===== src/pbp_pkg.sv =====
/*
 package for the processor bus slave port: transfer sizes, widths,
 states and the struct carriers shared by the port and the system bus model.
 assumes one clock, i_mclk, driven from the processor bus clock.
*/
package pbp_pkg;
    // ------------------------------------------------------------
    // sizes and widths
    // ------------------------------------------------------------
    localparam logic [1:0] PBP_TSZ_WORD = 2'h0;
    localparam logic [1:0] PBP_TSZ_BYTE = 2'h1;
    localparam logic [1:0] PBP_TSZ_HALF = 2'h2;
    localparam logic [1:0] PBP_WID_8    = 2'h0;
    localparam logic [1:0] PBP_WID_16   = 2'h1;
    localparam logic [1:0] PBP_WID_32   = 2'h2;
    localparam logic [1:0] PBP_PAR_1    = 2'h0;
    localparam logic [1:0] PBP_PAR_2    = 2'h1;
    localparam logic [1:0] PBP_PAR_4    = 2'h2;
    localparam int         PBP_ADDR_W   = 18;
    localparam int         PBP_LANES    = 4;
    localparam logic [7:0] PBP_WAIT_MAX = 8'hff;

    // ------------------------------------------------------------
    // types
    // ------------------------------------------------------------
    typedef enum logic [1:0] {
        PBP_IDLE = 2'b00,
        PBP_SYS  = 2'b01,
        PBP_END  = 2'b10
    } pbp_state_t;

    typedef struct packed {
        logic                  valid;
        logic                  rd;
        logic [PBP_ADDR_W-1:0] addr;
        logic [31:0]           wdata;
        logic [3:0]            be;
    } pbp_sys_req_t;

    typedef struct packed {
        logic        done;
        logic        err;
        logic        retry;
        logic [31:0] rdata;
    } pbp_sys_rsp_t;

    typedef struct packed {
        pbp_state_t   state;
        pbp_sys_req_t req;
        logic [31:0]  rdata;
        logic [3:0]   par;
        logic [3:0]   lane_oe;
        logic         ack_n;
        logic         tea_n;
        logic         rtry;
        logic         perr;
        logic [7:0]   wait_cnt;
    } pbp_st_t;
endpackage : pbp_pkg


===== src/pbp_lanes.sv =====
/*
 lane helper: byte enables from size, address and port width, and the
 per-lane parity bits. purely combinational; the caller registers.
*/
`timescale 1ns/100ps
module pbp_lanes (
    // request
    input  wire logic [1:0]  i_tsize,
    input  wire logic [1:0]  i_addr_lo,
    input  wire logic [1:0]  i_width,
    input  wire logic [31:0] i_data,
    // result
    output logic      [3:0]  o_be,
    output logic      [3:0]  o_par
);
    logic [3:0] be_raw;
    logic [3:0] width_mask;

    always_comb begin
        case (i_tsize)
            pbp_pkg::PBP_TSZ_BYTE: be_raw = 4'h1 << i_addr_lo;
            pbp_pkg::PBP_TSZ_HALF: be_raw = i_addr_lo[1] ? 4'hc : 4'h3;
            default:               be_raw = 4'hf;
        endcase
        case (i_width)
            pbp_pkg::PBP_WID_8:  width_mask = 4'h1;
            pbp_pkg::PBP_WID_16: width_mask = 4'h3;
            default:             width_mask = 4'hf;
        endcase
    end

    // narrow ports enable all low lanes of their width, whatever the size and address
    assign o_be = (i_width == pbp_pkg::PBP_WID_32) ? be_raw : width_mask;

    // parity per lane, lane 0 is the most significant byte, big-endian bits
    genvar g;
    generate
        for (g = 0; g < pbp_pkg::PBP_LANES; g++) begin : g_par
            assign o_par[g] = ^i_data[31-8*g -: 8];
        end
    endgenerate
endmodule : pbp_lanes


===== src/pbp_port.sv =====
/*
 processor bus slave port: takes host cycles on the port bus clock and
 forwards them to the internal system bus, returning ack, error or retry.
 assumes i_mclk is the port bus clock and also clocks the system bus.
*/
`timescale 1ns/100ps
module pbp_port (
    // clock and reset
    input  wire logic                           i_mclk,
    input  wire logic                           i_rst_n,
    // configuration
    input  wire logic                           i_port_en,
    input  wire logic [1:0]                     i_width,
    input  wire logic [1:0]                     i_par_width,
    // host bus
    input  wire logic                           i_strobe_n,
    input  wire logic                           i_read_write_dir,
    input  wire logic [1:0]                     i_transfer_size,
    input  wire logic                           i_burst_indicator_n,
    input  wire logic [pbp_pkg::PBP_ADDR_W-1:0] i_addr,
    input  wire logic [31:0]                    i_data,
    output logic      [31:0]                    o_data,
    output logic      [3:0]                     o_data_oe,
    input  wire logic [3:0]                     i_lane_parity_bus,
    output logic      [3:0]                     o_lane_parity_bus,
    output logic      [3:0]                     o_lane_parity_oe,
    output logic                                o_transfer_ack_n,
    output logic                                o_transfer_error_ack_n,
    output logic                                o_retry_request,
    output logic                                o_ctl_oe,
    output logic                                o_parity_err,
    // system bus
    output pbp_pkg::pbp_sys_req_t               o_sys_req,
    input  wire pbp_pkg::pbp_sys_rsp_t          i_sys_rsp,
    output logic                                o_sys_clk_sel
);
    pbp_pkg::pbp_st_t st_reg;
    pbp_pkg::pbp_st_t st_next;
    logic [3:0]       be_req;
    logic [3:0]       par_wr;
    logic [3:0]       par_rd;
    logic [3:0]       par_mask;
    logic             start;

    // ------------------------------------------------------------
    // lanes and parity
    // ------------------------------------------------------------
    pbp_lanes u_lanes_wr (
        .i_tsize   (i_transfer_size),
        .i_addr_lo (i_addr[1:0]),
        .i_width   (i_width),
        .i_data    (i_data),
        .o_be      (be_req),
        .o_par     (par_wr)
    );

    pbp_lanes u_lanes_rd (
        .i_tsize   (i_transfer_size),
        .i_addr_lo (i_addr[1:0]),
        .i_width   (i_width),
        .i_data    (i_sys_rsp.rdata),
        .o_be      (),
        .o_par     (par_rd)
    );

    always_comb begin
        case (i_par_width)
            pbp_pkg::PBP_PAR_1: par_mask = 4'h1;
            pbp_pkg::PBP_PAR_2: par_mask = 4'h3;
            default:            par_mask = 4'hf;
        endcase
    end

    assign start = i_port_en && !i_strobe_n;

    // ------------------------------------------------------------
    // cycle sequencer
    // ------------------------------------------------------------
    always_comb begin
        st_next       = st_reg;
        st_next.ack_n = 1'b1;
        st_next.tea_n = 1'b1;
        st_next.rtry  = 1'b0;
        st_next.perr  = 1'b0;
        case (st_reg.state)
            pbp_pkg::PBP_IDLE: begin
                st_next.lane_oe = 4'h0;
                if (start) begin
                    st_next.req.valid = 1'b1;
                    st_next.req.rd    = i_read_write_dir;
                    st_next.req.addr  = i_addr;
                    st_next.req.wdata = i_data;
                    st_next.req.be    = be_req;
                    st_next.wait_cnt  = 8'h00;
                    st_next.perr      = !i_read_write_dir
                        && |((par_wr ^ i_lane_parity_bus) & par_mask & be_req);
                    st_next.state     = pbp_pkg::PBP_SYS;
                end
            end
            pbp_pkg::PBP_SYS: begin
                st_next.wait_cnt = st_reg.wait_cnt + 8'h01;
                if (i_sys_rsp.done) begin
                    st_next.req.valid = 1'b0;
                    st_next.state     = pbp_pkg::PBP_END;
                    // one terminator only, error outranks retry
                    if (i_sys_rsp.err) begin
                        st_next.tea_n = 1'b0;
                    end else if (i_sys_rsp.retry) begin
                        st_next.rtry = 1'b1;
                    end else begin
                        st_next.ack_n = 1'b0;
                        if (st_reg.req.rd) begin
                            st_next.rdata   = i_sys_rsp.rdata;
                            st_next.par     = par_rd & par_mask;
                            st_next.lane_oe = st_reg.req.be;
                        end
                    end
                end else if (st_reg.wait_cnt == pbp_pkg::PBP_WAIT_MAX) begin
                    // a hung system bus must not hang the host forever
                    st_next.req.valid = 1'b0;
                    st_next.tea_n     = 1'b0;
                    st_next.state     = pbp_pkg::PBP_END;
                end
            end
            pbp_pkg::PBP_END: begin
                // wait for strobe release so one cycle gets one answer
                st_next.lane_oe = 4'h0;
                if (i_strobe_n) begin
                    st_next.state = pbp_pkg::PBP_IDLE;
                end
            end
            default: st_next.state = pbp_pkg::PBP_IDLE;
        endcase
    end

    always_ff @(posedge i_mclk) begin
        if (!i_rst_n) begin
            st_reg         <= '0;
            st_reg.ack_n   <= 1'b1;
            st_reg.tea_n   <= 1'b1;
            st_reg.state   <= pbp_pkg::PBP_IDLE;
        end else begin
            st_reg <= st_next;
        end
    end

    // ------------------------------------------------------------
    // outputs
    // ------------------------------------------------------------
    assign o_sys_req              = st_reg.req;
    assign o_sys_clk_sel          = i_port_en;
    assign o_data                 = st_reg.rdata;
    assign o_data_oe              = st_reg.lane_oe;
    assign o_lane_parity_bus      = st_reg.par;
    assign o_lane_parity_oe       = st_reg.lane_oe & par_mask;
    assign o_transfer_ack_n       = st_reg.ack_n;
    assign o_transfer_error_ack_n = st_reg.tea_n;
    assign o_retry_request        = st_reg.rtry;
    assign o_ctl_oe               = i_port_en;
    assign o_parity_err           = st_reg.perr;
endmodule : pbp_port


===== config.mk =====
export PLATFORM = sky130hd
export DESIGN_NAME = pbp_port
export DESIGN_NICKNAME = d
export VERILOG_FILES = /design/src/pbp_pkg.sv /design/src/pbp_lanes.sv /design/src/pbp_port.sv
export SDC_FILE = /design/constraint.sdc
export NUM_CORES = 1
export LEC_CHECK = 0
export BUFFER_PORTS_ARGS = -buffer_cell sky130_fd_sc_hd__buf_2
export CORE_MARGIN = 4
export CORE_UTILIZATION = 35
export CTS_CLUSTER_SIZE = 12
export DETAILED_ROUTE_END_ITERATION = 10
export GPL_TIMING_DRIVEN = 0
export HOLD_SLACK_MARGIN = 0.1
export PLACE_DENSITY_LB_ADDON = 0.15
export SKIP_LAST_GASP = 1
export SLEW_MARGIN = 0
export SYNTH_ARGS = -nofsm -noshare
export SYNTH_HDL_FRONTEND = slang
export SYNTH_SLANG_ARGS = --single-unit

===== constraint.sdc =====
create_clock -name i_mclk -period 1.7 [get_ports i_mclk]
set_input_delay 0.34 -clock i_mclk [delete_from_list [all_inputs] [get_ports i_mclk]]
set_output_delay 0.34 -clock i_mclk [all_outputs]
set_load 0.02 [all_outputs]

# Word level (Yosys, flattened, before mapping)
# Index checks and enable logic that the tools add are counted.
# word_totals
wordCells	91
input_bits	101
regBits	110
# op_classes
bitwise_logic	10
addsub	1
n_mux	22
n_reduce_logical	28
n_eq_ne	15
shift	1
# op_table
op	n
$reduce_xor A8 Y1	8
$mux W58	1
$pmux W4 S2	4
$and A4 B4 Y4	4
$pmux W8 S2	1
$mux W5	3
$mux W4	3
$ne A2 B2 Y1 const B	6
$reduce_and A5 Y1	2
$reduce_and A3 Y1	3
$add A8 B1 Y8 const B	1
$eq A2 B1 Y1 const B	4
$eq A8 B8 Y1 const B	1
$mux W8	1
$reduce_or A4 Y1	2
$eq A2 B2 Y1 const B	3
$logic_not A2 Y1	3
$mux W3	2
$pmux W2 S3	1
$reduce_and A2 Y1	3
$not A1 Y1	5
$mux W1	4
$reduce_bool A2 Y1	2
$shl A1 B2 Y4 const A	1
7 further kinds	9

# Longest topological paths before layout
# logic_depth
ltp_word	6
depth_mapped	7
depth_no_buf	7

# Cells and area by module
# A second synthesis with hierarchy kept.
# unflattened
hier_cells	700
area_unflattened_um2	5612.9
# modules_own_cells
module	area_per_inst_um2	cells_each	instances
pbp_port	4879.7	610	1
pbp_lanes	366.6	45	2

# Worst setup path before layout
# Ideal clock, no wire load.
# synth_path
path_kind	input -> register
start	in i_data[20]
end	reg st_reg (netlist bit o_parity_err)
stages	5
setup_ns	0.074
slack_ns	0.199
n_path_buf	0
arrival_time_ns	1.426
path_cell_list	xor2_1 > xnor3_1 > xnor2_1 > or3_1 > a31oi_1
# synth_via
elab_chain_len	6
# synth_rtl
item	line	rtl
start, declared	pbp_port.sv:21	input wire logic [31:0] i_data,
$reduce_xor A8 Y1	pbp_lanes.sv:39	assign o_par[g] = ^i_data[31-8*g -: 8];
$xor A4 B4 Y4	pbp_port.sv:96	&& |((par_wr ^ i_lane_parity_bus) & par_mask & be_req);
$and A4 B4 Y4 (2 in series)	pbp_port.sv:96	
$reduce_or A4 Y1	pbp_port.sv:96	
$logic_and A1 B1 Y1	pbp_port.sv:96	
end signal, assigned	pbp_port.sv:143	st_reg <= st_next;
end, declared	pbp_port.sv:37	pbp_pkg::pbp_st_t st_reg;
# No other way between the ends.
# A chain may end at the register's enable or synchronous reset.

# Final worst setup path
# layout_path
start	reg st_reg[108] (netlist name)
end	reg st_reg (netlist bit o_sys_req[34])
# layout_via
elab_chain_len	2
# layout_rtl
item	line	rtl
$logic_not A2 Y1	pbp_port.sv:85	case (st_reg.state)
$reduce_and A2 Y1 (no source line)	-	
# No other way between the ends.

==> impl_metrics.tcl <==
set metrics [dict create \
    largest_reg_flops 56 \
    setup_viol 0 \
    synth.most_common_cell "nand2_1" \
    grt.total_usage_pct 16.0 \
    r2r_cells 6 \
    critPathArrivalTime_ns 1.84 \
    avgSynthCellArea_sq_um 8.45 \
    p_leak_uw 0.00346 \
    coreArea_sq_um 15800 \
    worst_pin_slew_ns 0.522 \
    final_core_util_pct 46.2 \
    syn_inst 665 \
    worst_slack_ns 0.0921 \
    place_area_sq_um 6910 \
    worstPathRequired_ns 1.93 \
    dp.final_hpwl_um 11500 \
    drc 0 \
    drtAntennaViolNets 0 \
    hold_buffers 0 \
    final_nets 989 \
    dp_slack_ns -0.219 \
    root_buffer "clkbuf_16" \
    status "finished clean" \
    grt_pass1_wl_um 22800 \
    ios 207 \
    die_y_um 135 \
    clock_sinks 110 \
    drt_pass1_iterations 6 \
    async_flop_share_pct 0 \
    reg2reg_slack_ns 0.09 \
    clk_pin_slew_ns 0.07 \
    place.gp.congestion 0.742 \
    finalHoldViolations 0 \
    hp-class "in -> reg" \
    drt_iter0_markers 162 \
    yosysSeqAreaShare_pct 39.2 \
    yosys-top-cells-count "184 x nand2_1, 110 x dfxtp_1, 100 x buf_4" \
    r2r_start "st_reg[108]" \
    fin_crit_ns 1.61 \
    cts_tree "built" \
    ys_warn_count 0 \
    crit_start "st_reg[108]" \
    antenna_cells 0 \
    synth_top_area_share_pct 39.2 \
    route.vias.total 4745 \
    cp-end-kind "flop" \
    dieWidth_um 135 \
    drv_slew 0 \
    finClkSkew_ns 0.00805 \
    drv_cap 0 \
    totalWireLength_um 14600 \
    grt_start_max_net_pins 18 \
    clk_latency_ns 0.35 \
    reg2reg_to "o_sys_req[34]" \
    start_kind "flop" \
    syn_area_sq_um 5620 \
    yosysTopAreaCell "dfxtp_1" \
    ir_worst_vdd_uv 451 \
    ctsLongestPathBuffers 2 \
    synth-edff-count 0 \
    numCtsBuffers 9 \
    relSlewSlack_pct 65.2 \
    grt_pass1_vias 4445 \
    rsz0062_at_grt "true" \
    fmaxAchievable_ghz 0.622 \
    htreeDepth 3 \
    power_density_nw_per_um2 801 \
    area_delta_synth_final_pct 30.0 \
    overflow 0 \
    worst-setup-path-type "reg -> reg" \
    antenna_found_initial 0 \
    syn_nets 769 \
    post-route-period-util_pct 94.6 \
    wire_per_inst_um 13.2 \
    dieArea_sq_um 18200 \
    synth_area_leaders "dfxtp_1 39%, buf_4 13%, nand2_1 12%, a21boi_0 11%, xnor2_1 7.0%" \
    setup.worst_path.end "o_sys_req[34]" \
    synth_seq_cells 110 \
    portBuffers 204 \
    path_max_fanout 10 \
    final_cell_area_sq_um 7310 \
    synth_cell_types 39 \
    final.setup.tns_ns 0 \
    rows 46 \
    start_util_pct 35.5 \
    layout-drive-gt1-share_pct 39.1 \
    synth_top_flop_cell "dfxtp_1" \
    vias_per_cell 4.29 \
]
[worst max-delay path: stages (launching register included)]
cell	delay, ns
dfxtp_1	0.30
clkbuf_4	0.19
or3_1	0.43
buf_4	0.20
clkbuf_4	0.20
nand2_1	0.08
a21boi_0	0.08
[stage by stage]
stage / std cells / hold WS (ns) / power (uW)
final: 1106 / 0.231 / 5860
after global routing: 1106 / 0.229 / 6150
after detailed placement: 1085 / 0.446 / 3770
after floorplan: 665 / 0.435 / 3400
after CTS: 1101 / 0.203 / 5960
after global placement: 1085 / 0.443 / 3770
[routing by layer]
metal | global-route usage (%) | vias to the layer above | wire length [um] | part of all wire (%)
met5 | 0 | - | 0 | 0
met3 | 4.84 | 11 | 1200 | 8.2
met2 | 25.3 | 130 | 6670 | 46
li1 | - | 2489 | - | -
met4 | 5.83 | 0 | 221 | 1.5
met1 | 20.6 | 2115 | 6530 | 45
[worst min path at each step]
stage / from / endpoint / slack (ns) / cells past startpoint
after floorplan: o_data[31] / o_data[31] / 0.44 / 2
after global placement: o_sys_req[16] / o_sys_req[16] / 0.44 / 2
after detailed placement: o_sys_req[24] / o_sys_req[24] / 0.45 / 2
after CTS: i_sys_rsp[32] / o_transfer_ack_n / 0.20 / 2
after global routing: i_addr[12] / o_sys_req[48] / 0.23 / 3
final: i_addr[12] / o_sys_req[48] / 0.23 / 3
[layout make-up]
type | count | area [sq um]
fill | 1662 | 8520
clock inverter | 5 | 58.8
timing repair buffer | 209 | 1060
multi-input combinational | 419 | 2530
clock buffer | 11 | 243
sequential | 110 | 2200
inverter | 5 | 18.8
tap | 216 | 270
buffer | 131 | 932
[what timing repair did]
| item | 4_1_cts | 5_1_grt |
|---|---|---|
| pin swaps | 0 | 2 |
| gates resized for setup | 5 | 22 |
| buffers inserted | 0 | 5 |
| endpoints found under the setup margin | 28 | 70 |
[cell usage in the layout (no fill, tap or decap), drive strengths merged, types with 3 or more instances in the layout]
cell type  count
nor2b          3
nand2        184
xnor3          4
o211a          3
a21oi          7
buf          319
xnor2         45
ha             3
clkbuf        32
dfxtp        110
a31oi          3
xor2           7
and2           5
nand3         10
a21boi        92
mux2i          5
or3            4
o21ai          8
inv            5
nor2          17
[where the power goes]
group	internal (uW)	leakage, uW	switching [uW]
logic	509	0.00243	517
clock network	1180	0.000142	961
registers	2650	0.000893	38.9
total	4340	0.00346	1520
[cells by family after synthesis]
kind of cell,count (synthesis),synth area share [%]
buf+inv,136,16.4
mux,5,0.890
compound gates,118,15.2
fa+ha+maj,3,0.668
simple gates,237,18.0
xor+xnor,56,9.70
flops,110,39.2
Note: power is estimated with default switching activity, not from simulation.
